## src/core/sss_pkg.sv

```systemverilog
// Package: constants and types for the selector state store checks block
package sss_pkg;
	localparam logic [31:0] SEL_UPPER_ZERO  = 32'h0000_0000;
	localparam int          SEL_LO_W        = 16;
	localparam logic [31:0] STACK_SLOT_SIZE = 32'h0000_0004;
	localparam int          VM_FLAG_POS     = 17;
	localparam logic [15:0] FLAGS_RESET     = 16'h0002;
	localparam int          SEL_COUNT       = 6;
	localparam logic [31:0] TSA_SEL_OFFSET  = 32'h0000_0048;
	localparam logic [31:0] TSA_FLAGS_OFS32 = 32'h0000_0024;
	localparam logic [31:0] TSA_FLAGS_OFS16 = 32'h0000_0010;
	localparam logic [2:0]  SEL_IDX_LAST    = 3'h5;

	typedef enum logic [2:0] {
		ST_IDLE  = 3'b000,
		ST_FLAGS = 3'b001,
		ST_SELS  = 3'b010,
		ST_PUSH  = 3'b011,
		ST_POP   = 3'b100,
		ST_POPW  = 3'b101
	} sss_state_type;

	// Selector widened to a stored word
	function automatic logic [31:0] sss_widen(input logic [15:0] sel);
		return {SEL_UPPER_ZERO[31:SEL_LO_W], sel};
	endfunction : sss_widen
endpackage : sss_pkg

```

## src/core/sss_mem_if.sv

```systemverilog
// Interface: memory write channel between sequencer and word formatter
`timescale 1ns/1ps
interface sss_mem_if;
	logic        req;
	logic [31:0] addr;
	logic [15:0] sel;
	logic        is_sel;
	logic [31:0] raw;
	modport src (output req, output addr, output sel, output is_sel, output raw);
	modport dst (input req, input addr, input sel, input is_sel, input raw);
endinterface : sss_mem_if

```

## src/core/sss_top.sv

```systemverilog
// Selector store, flags save, I/O permission and stack pop checks
// Behaviour
// [RULE1] Task area selectors stored as zero-extended words
// [RULE2] Sixteen-bit area saves only low flags
// [RULE3] Return to sixteen-bit task clears virtual mode
// [RULE4] Software uses 32-bit areas for 32-bit code
// [RULE5] Permission lookup uses full 32-bit address
// [RULE6] Map base plus offset over limit faults
// [RULE7] Software keeps map base below 0DFFF
// [RULE8] Area access order and fault address vary
// [RULE9] Selector push writes four bytes, upper zero
// [RULE10] Selector pop reads four, drops upper two
// [RULE11] Pop beyond limit minus four: stack fault
// [RULE12] Selector sits in low two bytes
`timescale 1ns/1ps
module sss_top
	import sss_pkg::*;
(
	// Clock and reset
	input  wire logic        mclk_i,
	input  wire logic        rstn_i,
	// Task save request
	input  wire logic        save_start_i,
	input  wire logic        tsa_is32_i,
	input  wire logic [31:0] tsa_base_i,
	input  wire logic [31:0] flags_word_i,
	input  wire logic [95:0] sels_i,
	// Task restore
	input  wire logic        restore_i,
	input  wire logic        rest_is32_i,
	input  wire logic [31:0] rest_flags_i,
	// I/O permission check
	input  wire logic        io_chk_i,
	input  wire logic [31:0] io_map_base_i,
	input  wire logic [31:0] io_offset_i,
	input  wire logic [31:0] tsa_limit_i,
	// Stack operations
	input  wire logic        push_i,
	input  wire logic        pop_i,
	input  wire logic [15:0] push_sel_i,
	input  wire logic [31:0] stack_pointer_i,
	input  wire logic [31:0] stack_limit_i,
	input  wire logic [31:0] mem_rdata_i,
	input  wire logic        mem_rvalid_i,
	// Memory port
	output logic             mem_we_o,
	output logic             mem_re_o,
	output logic [31:0]      mem_addr_o,
	output logic [31:0]      mem_wdata_o,
	// Results
	output logic             busy_o,
	output logic [31:0]      flags_word_o,
	output logic             protection_fault_o,
	output logic             stack_fault_o,
	output logic [15:0]      pop_sel_o,
	output logic             pop_done_o
);
	typedef struct packed {
		sss_state_type st;
		logic [2:0]    idx;
		logic          is32;
		logic [31:0]   base;
		logic [31:0]   rd_addr;
		logic          re;
		logic [31:0]   flags;
		logic          gp;
		logic          ss;
		logic [15:0]   pop_sel;
		logic          pop_done;
		logic          busy;
		logic [31:0]   maddr;
	} sss_top_type;

	sss_top_type r, next_r;
	sss_mem_if   wr ();

	logic [SEL_COUNT*16-1:0] sel_vec;
	logic [15:0]             sel_pick;
	logic [32:0]             io_sum;
	logic [32:0]             pop_end;

	assign sel_vec  = sels_i;
	assign sel_pick = sel_vec[16*r.idx +: 16];
	// Carry kept so the lookup never wraps
	assign io_sum   = {1'b0, io_map_base_i} + {1'b0, io_offset_i}; // [RULE5]
	assign pop_end  = {1'b0, stack_pointer_i} + {1'b0, STACK_SLOT_SIZE};

	always_comb begin
		next_r          = r;
		next_r.gp       = 1'b0;
		next_r.ss       = 1'b0;
		next_r.pop_done = 1'b0;
		next_r.re       = 1'b0;
		wr.req          = 1'b0;
		wr.addr         = '0;
		wr.sel          = '0;
		wr.is_sel       = 1'b0;
		wr.raw          = '0;
		if (io_chk_i && (io_sum > {1'b0, tsa_limit_i})) begin
			next_r.gp = 1'b1; // [RULE6]
		end
		if (restore_i) begin
			next_r.flags = rest_flags_i;
			if (!rest_is32_i) begin
				// Upper half never saved, so virtual mode stays off
				next_r.flags = {16'h0000, rest_flags_i[15:0]}; // [RULE3]
			end
		end
		case (r.st)
			ST_IDLE: begin
				next_r.idx = '0;
				if (save_start_i) begin
					next_r.st    = ST_FLAGS;
					next_r.is32  = tsa_is32_i;
					next_r.base  = tsa_base_i;
					next_r.flags = flags_word_i;
				end else if (push_i) begin
					next_r.st = ST_PUSH;
				end else if (pop_i) begin
					if (pop_end > {1'b0, stack_limit_i}) begin
						next_r.ss = 1'b1; // [RULE11]
					end else begin
						next_r.st      = ST_POP;
						next_r.rd_addr = stack_pointer_i;
						next_r.re      = 1'b1;
					end
				end
			end
			ST_FLAGS: begin
				wr.req = 1'b1;
				if (r.is32) begin
					wr.addr = r.base + TSA_FLAGS_OFS32;
					wr.raw  = r.flags;
				end else begin
					wr.addr = r.base + TSA_FLAGS_OFS16;
					wr.raw  = {16'h0000, r.flags[15:0]}; // [RULE2]
				end
				next_r.st = ST_SELS;
			end
			ST_SELS: begin
				// Fixed ascending order; fault address depends on it
				wr.req    = 1'b1; // [RULE8]
				wr.is_sel = 1'b1;
				wr.sel    = sel_pick;
				wr.addr   = r.base + TSA_SEL_OFFSET + {27'h0, r.idx, 2'b00};
				next_r.idx = r.idx + 3'h1;
				if (r.idx == SEL_IDX_LAST) begin
					next_r.st = ST_IDLE;
				end
			end
			ST_PUSH: begin
				wr.req    = 1'b1;
				wr.is_sel = 1'b1; // [RULE9]
				wr.sel    = push_sel_i;
				wr.addr   = stack_pointer_i - STACK_SLOT_SIZE;
				next_r.st = ST_IDLE;
			end
			ST_POP: begin
				next_r.st = ST_POPW;
			end
			ST_POPW: begin
				if (mem_rvalid_i) begin
					next_r.pop_sel  = mem_rdata_i[15:0]; // [RULE10]
					next_r.pop_done = 1'b1;
					next_r.st       = ST_IDLE;
				end
			end
			default: begin
				next_r.st = ST_IDLE;
			end
		endcase
		// Address and busy registered so the pins come from flip-flops
		next_r.busy = (next_r.st != ST_IDLE);
		if (next_r.re) begin
			next_r.maddr = next_r.rd_addr;
		end else if (wr.req) begin
			next_r.maddr = wr.addr;
		end
	end

	always_ff @(posedge mclk_i or negedge rstn_i) begin
		if (!rstn_i) begin
			r       <= '0;
			r.st    <= ST_IDLE;
			r.flags <= {16'h0000, FLAGS_RESET};
		end else begin
			r <= next_r;
		end
	end

	logic        fmt_we;

	sss_wr_fmt u_fmt (
		.mclk_i (mclk_i),
		.rstn_i (rstn_i),
		.wr     (wr),
		.we_o   (fmt_we),
		.addr_o (),
		.data_o (mem_wdata_o)
	);

	assign mem_we_o           = fmt_we;
	assign mem_re_o           = r.re;
	assign mem_addr_o         = r.maddr;
	assign busy_o             = r.busy;
	assign flags_word_o       = r.flags;
	assign protection_fault_o = r.gp;
	assign stack_fault_o      = r.ss;
	assign pop_sel_o          = r.pop_sel;
	assign pop_done_o         = r.pop_done;
endmodule : sss_top

```

## src/core/sss_wr_fmt.sv

```systemverilog
// Write formatter: registers each memory write word with selector widening
`timescale 1ns/1ps
module sss_wr_fmt
	import sss_pkg::*;
(
	// Clock and reset
	input  wire logic  mclk_i,
	input  wire logic  rstn_i,
	// Request side
	sss_mem_if.dst     wr,
	// Memory side
	output logic        we_o,
	output logic [31:0] addr_o,
	output logic [31:0] data_o
);
	typedef struct packed {
		logic        we;
		logic [31:0] addr;
		logic [31:0] data;
	} sss_fmt_type;

	sss_fmt_type r, next_r;

	always_comb begin
		next_r      = r;
		next_r.we   = wr.req;
		if (wr.req) begin
			next_r.addr = wr.addr;
			next_r.data = wr.is_sel ? sss_widen(wr.sel) : wr.raw; // [RULE1] [RULE9] [RULE12]
		end
	end

	always_ff @(posedge mclk_i or negedge rstn_i) begin
		if (!rstn_i) begin
			r <= '0;
		end else begin
			r <= next_r;
		end
	end

	assign we_o   = r.we;
	assign addr_o = r.addr;
	assign data_o = r.data;
endmodule : sss_wr_fmt

```

## config.mk

```make
export PLATFORM = sky130hd
export DESIGN_NAME = sss_top
export DESIGN_NICKNAME = d
export VERILOG_FILES = /design/src/core/sss_pkg.sv /design/src/core/sss_mem_if.sv /design/src/core/sss_top.sv /design/src/core/sss_wr_fmt.sv
export SDC_FILE = /design/constraint.sdc
export NUM_CORES = 1
export LEC_CHECK = 0
export BUFFER_PORTS_ARGS = -buffer_cell sky130_fd_sc_hd__buf_2
export CAP_MARGIN = 15
export CORE_AREA = 2 2 206 208
export DETAILED_ROUTE_END_ITERATION = 10
export DIE_AREA = 0 0 208 210
export SLEW_MARGIN = 30
export SYNTH_ARGS = -nofsm -noshare
export SYNTH_HDL_FRONTEND = slang
export SYNTH_SLANG_ARGS = --single-unit
```

## constraint.sdc

```tcl
create_clock -name mclk_i -period 4.5 [get_ports mclk_i]
set_clock_uncertainty 0.1 [all_clocks]
set_input_delay 0.675 -clock mclk_i [delete_from_list [all_inputs] [get_ports mclk_i]]
set_output_delay 0.675 -clock mclk_i [all_outputs]
set_load 0.03 [all_outputs]
```

---- After elaboration in Yosys (flattened, before gate mapping) ----
Index checks and enable logic that the tools add are counted.
operators by class
  add/subtract/negate cells ............... 8
  mux-type cells .......................... 34
  order comparisons ....................... 2
  eq/ne operators ......................... 6
  reduce and logical (&&, ||, !) cells .... 9
  shifts and indexed selects .............. 1
operators with widths
  kind                                                                  number
  32-bit two-way mux                                                    9
  33-bit two-way mux                                                    4
  32-bit one-hot mux with 3 select lines                                1
  96-bit by 8-bit variable part select with 16-bit output               1
  33-bit by 32-bit > comparator with 1-bit output                       2
  65-bit two-way mux                                                    1
  32-bit by 3-bit adder with 33-bit output, second input constant       1
  32-bit by 32-bit adder with 33-bit output                             1
  32-bit by 5-bit adder with 32-bit output                              1
  32-bit by 5-bit adder with 32-bit output, second input constant       1
  32-bit by 6-bit adder with 32-bit output, second input constant       1
  32-bit by 7-bit adder with 32-bit output, second input constant       1
  16-bit one-hot mux with 2 select lines                                1
  32-bit by 3-bit subtractor with 32-bit output, second input constant  1
  3-bit two-way mux                                                     6
  3-bit one-hot mux with 5 select lines                                 1
  1-bit two-way mux                                                     10
  3-bit == test, second input constant                                  3
  3-bit by 2-bit == test with 1-bit output, second input constant       2
  3-bit one-hot mux with 2 select lines                                 1
  2-bit AND reduction                                                   2
  2-bit nonzero test                                                    2
  3-bit by 1-bit adder with 3-bit output, second input constant         1
  3-bit by 1-bit == test with 1-bit output, second input constant       1
  5 further kinds                                                       5
word-level totals
  output and inout port bits .............. 118
  bits in registers ....................... 189
  logic and storage cells ................. 75

---- Depth between registers and ports, before layout ----
Gate-level depths: netlist of run 1.
  depth in word-level cells ............... 8
  mapped depth ............................ 19
  mapped depth without buffers ............ 18

---- Cells and area by module ----
Synthesis of run 1 repeated with hierarchy kept, for this count alone.
second synthesis, totals
  cells, all modules ...................... 1780
  area total of the unflattened synthesis .. 15518.6 µm²
by module, submodules not included
  module      sequential area each (µm²)  area each (µm²)  cells each  instances
  sss_top     3104.2                      12837.3          1572        1
  sss_wr_fmt  1626.6                      2681.3           208         1

---- Worst setup path after synthesis of run 1 ----
Ideal clock, no wire load.
  path type ............................... input to register
  start point ............................. in stack_pointer_i[7]
  end point ............................... reg r (netlist bit mem_addr_o[20])
  library setup time ...................... 0.126 ns
  buffers on the path ..................... 2
  arrival ................................. 4.029 ns
  stages .................................. 19
  path slack .............................. 0.245 ns
  path through ............................ buf_2 and4_4 nand4_4 nor2_1 and2_1 nand2_1 nor2_1 nand2_1 xnor2_1 ha_1 a21o_1 a21o_1 a221oi_1 mux2_2 nand3b_1 o211a_2 nor2_4 buf_2 a221o_1
between the ends
  cells in the longest elaborated chain, start to end .. 8
  elaborated cells between the ends (all ways) .. 12
ends and longest elaborated chain
  what                                                             line            text
  start: declaration                                               sss_top.sv:41   input wire logic [31:0] stack_pointer_i,
  32-bit by 3-bit adder with 33-bit output                         sss_top.sv:86   assign pop_end = {1'b0, stack_pointer_i} + {1'b0, STACK_SLOT_SIZE};
  33-bit by 32-bit > comparator with 1-bit output                  sss_top.sv:120  if (pop_end > {1'b0, stack_limit_i}) begin
  33-bit two-way mux                                               sss_top.sv:120
  33-bit two-way mux                                               sss_top.sv:119  end else if (pop_i) begin
  33-bit two-way mux                                               sss_top.sv:117  end else if (push_i) begin
  33-bit two-way mux                                               sss_top.sv:112  if (save_start_i) begin
  65-bit two-way mux                                               sss_top.sv:109  case (r.st)
  32-bit two-way mux / 2-bit nonzero test (equally long branches)  --
  end signal: assignment                                           sss_top.sv:187  r <= next_r;
  end: declaration                                                 sss_top.sv:74   sss_top_type r, next_r;
Parallel ways exist; a longest one is shown, timed or not. The select of a mux whose other input is x is not followed.
A chain may end at the register's enable or synchronous reset.

==> flow_metrics.env, run 1 <==
export IMPL_final_fill_count=4261
export IMPL_path_delay_family="compound AO/OA/AOI/OAI gates"
export IMPL_setup_violations=0
export IMPL_p_leak_nw=8.50
export IMPL_crit_start="io_map_base_i[14]"
export IMPL_synth_top_cell_area_share_pct=28.8
export IMPL_cts_sinks=157
export IMPL_finalHoldViolCount=0
export IMPL_synth_seq_area_share_pct=28.9
export IMPL_rows=75
export IMPL_drive_above_1_share_pct=34.6
export IMPL_ys_types=72
export IMPL_wl_per_cell_um=18.9
export IMPL_cts_htree_levels=4
export IMPL_worst_pin_slew_ns=0.893
export IMPL_final_cells=2561
export IMPL_core_mm2=0.0415
export IMPL_first_pass_iters=5
export IMPL_nNetsFinal=2522
export IMPL_dp_cells=2519
export IMPL_insertion_delay_ns=0.42
export IMPL_path_class="input pin to register"
export IMPL_clockRootBuffer="clkbuf_16"
export IMPL_period_share_pct=93.8
export IMPL_yosys_warnings=0
export IMPL_cap_violations=0
export IMPL_dpl_worst_slack_ns=-0.187
export IMPL_via_per_inst=5.25
export IMPL_grt_max_degree=91
export IMPL_tns_ns=0
export IMPL_cp_buffers_inverters=2
export IMPL_totalWireLength_um=48500
export IMPL_dieArea_mm2=0.0437
export IMPL_avgSynthCellArea_um2=8.62
export IMPL_ys_top_cells_by_area="dfrtp_1 29%, ha_1 10%, nand2_1 4.8%"
export IMPL_clockBufferDepth=2
export IMPL_drc_errors=0
export IMPL_cp_end_kind="register"
export IMPL_grt_setup_unrepaired="no"
export IMPL_clkSlewWorstSetupHoldPaths_ns=0.07
export IMPL_maxSlewViolCount=0
export IMPL_startpoint_type="input pin"
export IMPL_cts_buffers=17
export IMPL_clock_fmax_ghz=0.237
export IMPL_drt_iter0_markers=813
export IMPL_cp_slowest_stage_delay_ns=0.49
export IMPL_dr_total_vias=13400
export IMPL_antenna_found_initial=13
export IMPL_arrival_ns=4.48
export IMPL_relSlewSlack_pct=40.4
export IMPL_timing_rr_start="r[120]$_DFFE_PN0P_"
export IMPL_start_util_pct=32.7
export IMPL_fp_dieH_um=210
export IMPL_crit_chain="buf_2 -> ha_1 -> a211oi_1 -> nand2_1 -> a2111oi_0 -> buf_4 -> o211ai_1 -> o22ai_2 -> o31ai_1 -> a31oi_1 -> xnor2_1 -> ha_1 -> and3_1 -> nand3_1 -> nor4_1 -> o21ai_0 -> a31oi_1 -> o21ai_0 -> a21oi_1"
export IMPL_die_w_um=208
export IMPL_syn_inst=1575
export IMPL_ios=528
export IMPL_async_flop_share_pct=100
export IMPL_syn_area_mm2=0.0136
export IMPL_peakVddDrop_mv=0.250
export IMPL_gp_congestion=0.937
export IMPL_status="finished clean"
export IMPL_ant_nets=0
export IMPL_hold_path_class="input pin to async pin"
export IMPL_grt_pass1_vias=13700
export IMPL_cp_max_fo=3
export IMPL_synth_common_cells="174 x nand2_1, 156 x dfrtp_1, 111 x ha_1"
export IMPL_required_ns=4.76
export IMPL_synth_edf_count=0
export IMPL_synth_flop_cell="dfrtp_1"
export IMPL_cts_tree="yes"
export IMPL_ys_seq_elements=157
export IMPL_min_period_ns=4.22
export IMPL_grt_overflow_total=0
export IMPL_fin_ws_ns=0.278
export IMPL_areaGrowthSynthToFinish_pct=25.4
export IMPL_syn_num_nets=2098
export IMPL_slowest_stage="a2111oi_0"
export IMPL_synthMostInstantiatedCell="nand2_1"
export IMPL_port_buffers=511
export IMPL_place_hpwl_um=39300
export IMPL_grt_usage_pct=21.6
export IMPL_grt_pass1_wl_um=74800
export IMPL_powerDensity_mw_per_mm2=531
export IMPL_yosysTopAreaCell="dfrtp_1"
## layer usage
metal	track usage, %	share of wire, %	vias up
met3	3.56	4.6	59
met2	39.3	52	471
met1	26.0	41	6452
li1	-	-	6465
met4	6.41	2.7	0
met5	0	0	-
## worst paths after layout
| kind | depth (start not counted) | to | slack (ns) |
|---|---|---|---|
| hold reg to reg | 2 | pop_sel_o[14]$_DFFE_PN0P_ | 0.37 |
| max in group asynchronous | 2 | flags_word_o[1]$_DFF_PN1_ | 3.18 |
| min in group mclk_i | 3 | pop_sel_o[14]$_DFFE_PN0P_ | 0.34 |
| setup reg to reg | 12 | mem_addr_o[31]$_DFFE_PN0P_ | 1.06 |
| setup / recovery | 19 | protection_fault_o$_DFF_PN0_ | 0.28 |
| hold / removal | 1 | mem_addr_o[30]$_DFFE_PN0P_ | 0.22 |
## what timing repair did
item                       CTS  global route
setup endpoints to repair    0             1
gates resized for setup      0             2
hold buffers                 0             0
setup buffers                0             0
hold endpoints to repair     0             0
## cell families (layout without fill, tap and decap cells)
family          Yosys count  in the layout  synth area share [%]
compound gates          420            420                  20.9
xor+xnor                 88             88                  5.68
fa+ha+maj               113            113                  10.5
buf+inv                 263            700                  9.74
flops                   157            157                  28.9
mux                      82             82                  7.96
other cells               0             10                     0
simple gates            452            452                  16.3
## registers in the layout (all words and copies together) (netlist names)
name and flops:
stack_fault_o 1, busy_o 1, flags_word_o 32, pop_done_o 1, mem_addr_o 32, u_fmt.we_o 1
u_fmt.data_o 32, r 39, mem_re_o 1, pop_sel_o 16, protection_fault_o 1
## worst register-to-register path, cell delays in order, from the launching register on
cell,delay (ns)
dfrtp_1,0.40
inv_1,0.08
ha_1,0.30
inv_1,0.06
ha_1,0.18
fa_1,0.23
a21oi_1,0.10
o31ai_1,0.41
nand2_1,0.32
nor2_1,0.26
a22oi_1,0.17
o311ai_0,0.58
a221o_1,0.19
## where the power goes
group / switching, mW / total [mW] / internal (mW)
clock: 0.652 / 1.49 / 0.841
sequential: 0.643 / 2.65 / 2.00
combinational: 2.95 / 4.90 / 1.95
## cells in the final DEF, fill, tap and decap left out, drive strengths merged, types with 47 or more instances in the layout
cell,n
nor2,72
a21oi,84
xnor2,54
dfrtp,156
o21ai,102
buf,580
mux2,48
a22oi,47
nand2,174
ha,111
inv,89
## layout make-up
cell class | count | area [um2] | area share [%]
diodes | 10 | 25.0 | 0.147
clock buffers | 20 | 447 | 2.62
clock inverters | 12 | 138 | 0.808
inverters | 87 | 327 | 1.92
multi-input cells | 1155 | 8350 | 49.0
flip-flops and latches | 157 | 3930 | 23.1
well taps | 539 | 674 | 3.96
repair buffers | 581 | 3140 | 18.4
## metrics by stage
stage	total power [mW]	hold WS, ns	area, um2	utilization [%]
CTS	9.12	0.293	17000	40.9
detailed placement	7.58	0.361	16400	39.5
global route	9.70	0.264	17000	41.1
finish	9.04	0.220	17000	41.1
floorplan	6.29	0.279	13600	-
global placement	7.47	0.354	16400	39.5
No activity file was read; power rests on OpenSTA's default activity.
==> run 2: changes to the inputs <==
Settings changed: PLACE_DENSITY_LB_ADDON from default to 0.08.
==> run 2 against run 1 <==
Setup slack got worse by 0.034 ns. Global-route usage rose by 1.5 points. Maximum frequency fell by 0.81%. Combinational power rose by 2%.
==> flow_metrics.env, run 2 (same netlist as run 1, synthesis figures left out) <==
export IMPL_dr_total_vias=13500
export IMPL_cts_htree_levels=4
export IMPL_startpoint_type="input pin"
export IMPL_cp_max_fo=3
export IMPL_drive_above_1_share_pct=35.2
export IMPL_die_w_um=208
export IMPL_peakVddDrop_mv=0.215
export IMPL_setup_violations=0
export IMPL_start_util_pct=32.7
export IMPL_p_leak_nw=8.59
export IMPL_ant_nets=0
export IMPL_grt_pass1_vias=13600
export IMPL_ios=528
export IMPL_clockRootBuffer="clkbuf_16"
export IMPL_finalHoldViolCount=0
export IMPL_dieArea_mm2=0.0437
export IMPL_min_period_ns=4.26
export IMPL_worst_pin_slew_ns=0.877
export IMPL_reg2reg_depth=13
export IMPL_wl_per_cell_um=19.9
export IMPL_first_pass_iters=5
export IMPL_cp_end_kind="register"
export IMPL_stdcell_area_mm2=0.0172
export IMPL_period_share_pct=94.6
export IMPL_final_common_cell="buf_2"
export IMPL_path_class="input pin to register"
export IMPL_cap_violations=0
export IMPL_rows=75
export IMPL_dp_cells=2536
export IMPL_final_fill_count=4371
export IMPL_clkSlewWorstSetupHoldPaths_ns=0.07
export IMPL_holdWs_ns=0.144
export IMPL_powerDensity_mw_per_mm2=532
export IMPL_drt_iter0_markers=788
export IMPL_dpl_cell_area_mm2=0.0165
export IMPL_place_hpwl_um=42000
export IMPL_cts_sinks=157
export IMPL_cts_buffers=17
export IMPL_timing_rr_start="r[151]$_DFFE_PN0P_"
export IMPL_nNetsFinal=2539
export IMPL_crit_start="io_map_base_i[0]"
export IMPL_clock_fmax_ghz=0.235
export IMPL_grt_overflow_total=0
export IMPL_fin_util_pct=41.4
export IMPL_maxSlewViolCount=0
export IMPL_insertion_delay_ns=0.44
export IMPL_fp_dieH_um=210
export IMPL_grt_pass1_wl_um=78500
export IMPL_layout_common_cells="510 x buf_2, 174 x nand2_1, 154 x dfrtp_1, 111 x ha_1, 100 x o21ai_0"
export IMPL_largest_reg_flops=39
export IMPL_r2r_end="mem_addr_o[31]$_DFFE_PN0P_"
export IMPL_gp_congestion=0.896
export IMPL_relSlewSlack_pct=41.5
export IMPL_required_ns=4.73
export IMPL_grt_usage_pct=23.1
export IMPL_cts_setup_buffers=0
export IMPL_regToRegSetupSlack_ns=0.91
export IMPL_antenna_found_initial=19
export IMPL_port_buffers=511
export IMPL_top_register="r"
export IMPL_via_per_inst=5.22
export IMPL_cts_resized=0
export IMPL_clockBufferDepth=2
export IMPL_core_mm2=0.0415
export IMPL_cp_endpoint="protection_fault_o$_DFF_PN0_"
export IMPL_hold_path_class="input pin to async pin"
export IMPL_grt_max_degree=71
export IMPL_totalWireLength_um=51400
export IMPL_final_cells=2582
export IMPL_drc_errors=0
export IMPL_arrival_ns=4.49
export IMPL_cts_tree="yes"
export IMPL_cts_hold_buf=0
export IMPL_status="finished clean"
export IMPL_areaGrowthSynthToFinish_pct=26.5
## run 2: changes by cell type in the layout (fill, tap and decap cells not counted), sizes merged
cell	previous run	this run
inv	89	92
diode	10	14
buf	580	598
clkbuf	21	18
clkinvlp	3	2
## run 2: worst min path at each step
stage / cells after the start / slack (ns) / from / end
floorplan: 0 / 0.28 / rstn_i / busy_o$_DFF_PN0_
global route: 1 / 0.18 / rstn_i / mem_addr_o[22]$_DFFE_PN0P_
finish: 1 / 0.14 / rstn_i / mem_addr_o[20]$_DFFE_PN0P_
global placement: 2 / 0.35 / pop_sel_o[11]$_DFFE_PN0P_ / pop_sel_o[11]$_DFFE_PN0P_
detailed placement: 2 / 0.36 / pop_sel_o[5]$_DFFE_PN0P_ / pop_sel_o[5]$_DFFE_PN0P_
CTS: 1 / 0.18 / rstn_i / mem_addr_o[20]$_DFFE_PN0P_
## run 2: area by class of cell
cell class / instances / area (um2) / share of cell area, %
inverters: 87 / 327 / 1.90
well taps: 539 / 674 / 3.93
multi-input cells: 1155 / 8350 / 48.7
clock inverters: 14 / 178 / 1.03
repair buffers: 598 / 3240 / 18.9
flip-flops and latches: 157 / 3930 / 22.9
clock buffers: 18 / 429 / 2.50
diodes: 14 / 35.0 / 0.204
## run 2: where the power goes
part	total, mW	switching [mW]	internal (mW)
registers	2.63	0.622	2.00
logic	4.99	3.02	1.97
clock network	1.52	0.678	0.841
total	9.13	4.32	4.81
## run 2: per-layer routing
layer  wire (um)  up-vias  track usage [%]
li1            -     6509                -
met4        1360        2             8.85
met3        2430       63             4.31
met5           7        -                0
met1       20700     6477             27.1
met2       27000      418             41.6
## run 2: per-stage QoR
stage               setup slack [ns]  setup TNS (ns)  total power, mW
CTS                            0.133               0             9.23
global placement              -0.328          -0.756             7.62
global route                 -0.0164         -0.0164             9.79
finish                         0.244               0             9.13
floorplan                      0.245               0             6.29
detailed placement            -0.315          -0.859             7.66
## run 2: worst max-delay path, cell delays in order
cell	delay (ns)
buf_2	0.10
ha_1	0.22
fa_1	0.42
a211oi_2	0.24
nor2_1	0.09
a221o_1	0.37
a2111oi_4	0.35
buf_4	0.17
o31ai_1	0.10
xor2_1	0.16
ha_1	0.30
and3_1	0.15
nand3_1	0.13
or3_1	0.40
a21o_1	0.16
a31oi_1	0.16
o21ai_0	0.10
a21oi_1	0.20
==> run 3: changes to the inputs <==
Settings changed: BUFFER_PORTS_ARGS -buffer_cell sky130_fd_sc_hd__buf_2 to -buffer_cell sky130_fd_sc_hd__buf_4.
==> run 3 against run 2 <==
Register-to-register slack got worse by 0.07 ns. Largest cell class unchanged. Via count decreased by 0.76%. Utilization increased by 2.9 points.
==> flow_metrics.env, run 3 (same netlist as run 1, synthesis figures left out) <==
export IMPL_wl_per_cell_um=20.6
export IMPL_fin_util_pct=44.3
export IMPL_setup_violations=0
export IMPL_fin_ws_ns=0.252
export IMPL_grt_pass1_wl_um=81200
export IMPL_period_share_pct=94.4
export IMPL_nNetsFinal=2527
export IMPL_port_buffers=511
export IMPL_drt_iter0_markers=657
export IMPL_powerDensity_mw_per_mm2=516
export IMPL_cap_violations=0
export IMPL_cts_sinks=157
export IMPL_grt_usage_pct=23.7
export IMPL_start_util_pct=32.7
export IMPL_cts_htree_levels=4
export IMPL_stdcell_area_mm2=0.0184
export IMPL_holdWs_ns=0.174
export IMPL_die_w_um=208
export IMPL_min_period_ns=4.25
export IMPL_cts_buffers=17
export IMPL_rows=75
export IMPL_clockRootBuffer="clkbuf_16"
export IMPL_final_common_cell="buf_4"
export IMPL_design_power_total_mw=9.48
export IMPL_relSlewSlack_pct=45.0
export IMPL_antenna_found_initial=7
export IMPL_final_cells=2562
export IMPL_dr_total_vias=13400
export IMPL_finalHoldViolCount=0
export IMPL_grt_pass1_vias=13800
export IMPL_final_fill_count=4201
export IMPL_reg2reg_depth=14
export IMPL_path_class="input pin to register"
export IMPL_clock_fmax_ghz=0.235
export IMPL_startpoint_type="input pin"
export IMPL_clockBufferDepth=2
export IMPL_tns_ns=0
export IMPL_fp_dieH_um=210
export IMPL_drive_above_1_share_pct=35.0
export IMPL_top_register="r"
export IMPL_dpl_cell_area_mm2=0.0177
export IMPL_cts_hold_buf=0
export IMPL_peakVddDrop_mv=0.275
export IMPL_worst_pin_slew_ns=0.825
export IMPL_place_hpwl_um=43100
export IMPL_status="finished clean"
export IMPL_required_ns=4.75
export IMPL_ios=528
export IMPL_areaGrowthSynthToFinish_pct=35.3
export IMPL_grt_max_degree=75
export IMPL_r2r_end="mem_addr_o[21]$_DFFE_PN0P_"
export IMPL_insertion_delay_ns=0.44
export IMPL_cp_max_fo=3
export IMPL_maxSlewViolCount=0
export IMPL_totalWireLength_um=52700
export IMPL_regToRegSetupSlack_ns=0.84
export IMPL_ant_nets=0
export IMPL_clkSlewWorstSetupHoldPaths_ns=0.07
export IMPL_drc_errors=0
export IMPL_grt_overflow_total=0
export IMPL_hold_path_class="input pin to async pin"
export IMPL_p_leak_nw=8.94
export IMPL_gp_congestion=0.895
export IMPL_cp_end_kind="register"
export IMPL_timing_rr_start="r[151]$_DFFE_PN0P_"
export IMPL_via_per_inst=5.22
export IMPL_first_pass_iters=5
export IMPL_arrival_ns=4.50
export IMPL_layout_common_cells="583 x buf_4, 174 x nand2_1, 155 x dfrtp_1, 111 x ha_1, 99 x o21ai_0"
export IMPL_dieArea_mm2=0.0437
export IMPL_core_mm2=0.0415
export IMPL_largest_reg_flops=39
export IMPL_cts_tree="yes"
export IMPL_dp_cells=2523
export IMPL_dpl_worst_slack_ns=-0.380
[run 3: worst max path at each step]
| stage | startpoint | endpoint | slack, ns |
|---|---|---|---|
| after floorplan | stack_pointer_i[7] | mem_addr_o[20]$_DFFE_PN0P_ | 0.25 |
| after global placement | io_map_base_i[0] | protection_fault_o$_DFF_PN0_ | -0.28 |
| after detailed placement | io_map_base_i[0] | protection_fault_o$_DFF_PN0_ | -0.38 |
| after CTS | io_map_base_i[0] | protection_fault_o$_DFF_PN0_ | 0.08 |
| after global routing | io_map_base_i[0] | protection_fault_o$_DFF_PN0_ | -0.04 |
| final | io_map_base_i[0] | protection_fault_o$_DFF_PN0_ | 0.25 |
[run 3: power by group]
part	switching, mW	leakage (nW)	internal (mW)
clock network	0.646	0.289	0.895
registers	0.634	1.96	2.00
logic	3.03	6.69	2.27
[run 3: layout make-up]
cell class | instances | area (um2) | area share [%]
multi-input combinational | 1155 | 8390 | 45.7
timing repair buffer | 586 | 4430 | 24.1
sequential | 157 | 3930 | 21.4
tap | 539 | 674 | 3.67
clock buffer | 20 | 447 | 2.43
inverter | 87 | 327 | 1.78
clock inverter | 12 | 160 | 0.872
antenna | 6 | 15.0 | 0.0817
[run 3: timing repair]
| item | CTS | global route |
|---|---|---|
| setup buffers | 0 | 1 |
| gates resized for setup | 0 | 10 |
| setup endpoints to repair | 0 | 1 |
| endpoints found under the hold margin | 0 | 0 |
[run 3: metal layers]
metal | vias up | track usage (%) | share of wire [%]
li1 | 6470 | - | -
met1 | 6441 | 27.7 | 40
met2 | 401 | 44.3 | 53
met3 | 53 | 4.78 | 5.0
met4 | 2 | 5.77 | 1.8
met5 | - | 0 | 0.025
[run 3: worst max-delay path, stage by stage]
cell	delay, ns
buf_4	0.11
ha_1	0.21
fa_1	0.42
a211oi_2	0.28
nor2_1	0.08
a221o_1	0.36
a2111oi_4	0.46
o31ai_2	0.15
xor2_1	0.17
ha_1	0.30
and3_1	0.17
nand3_2	0.13
or3_1	0.42
a21o_1	0.18
a31oi_2	0.15
nor2_1	0.06
a21oi_1	0.17
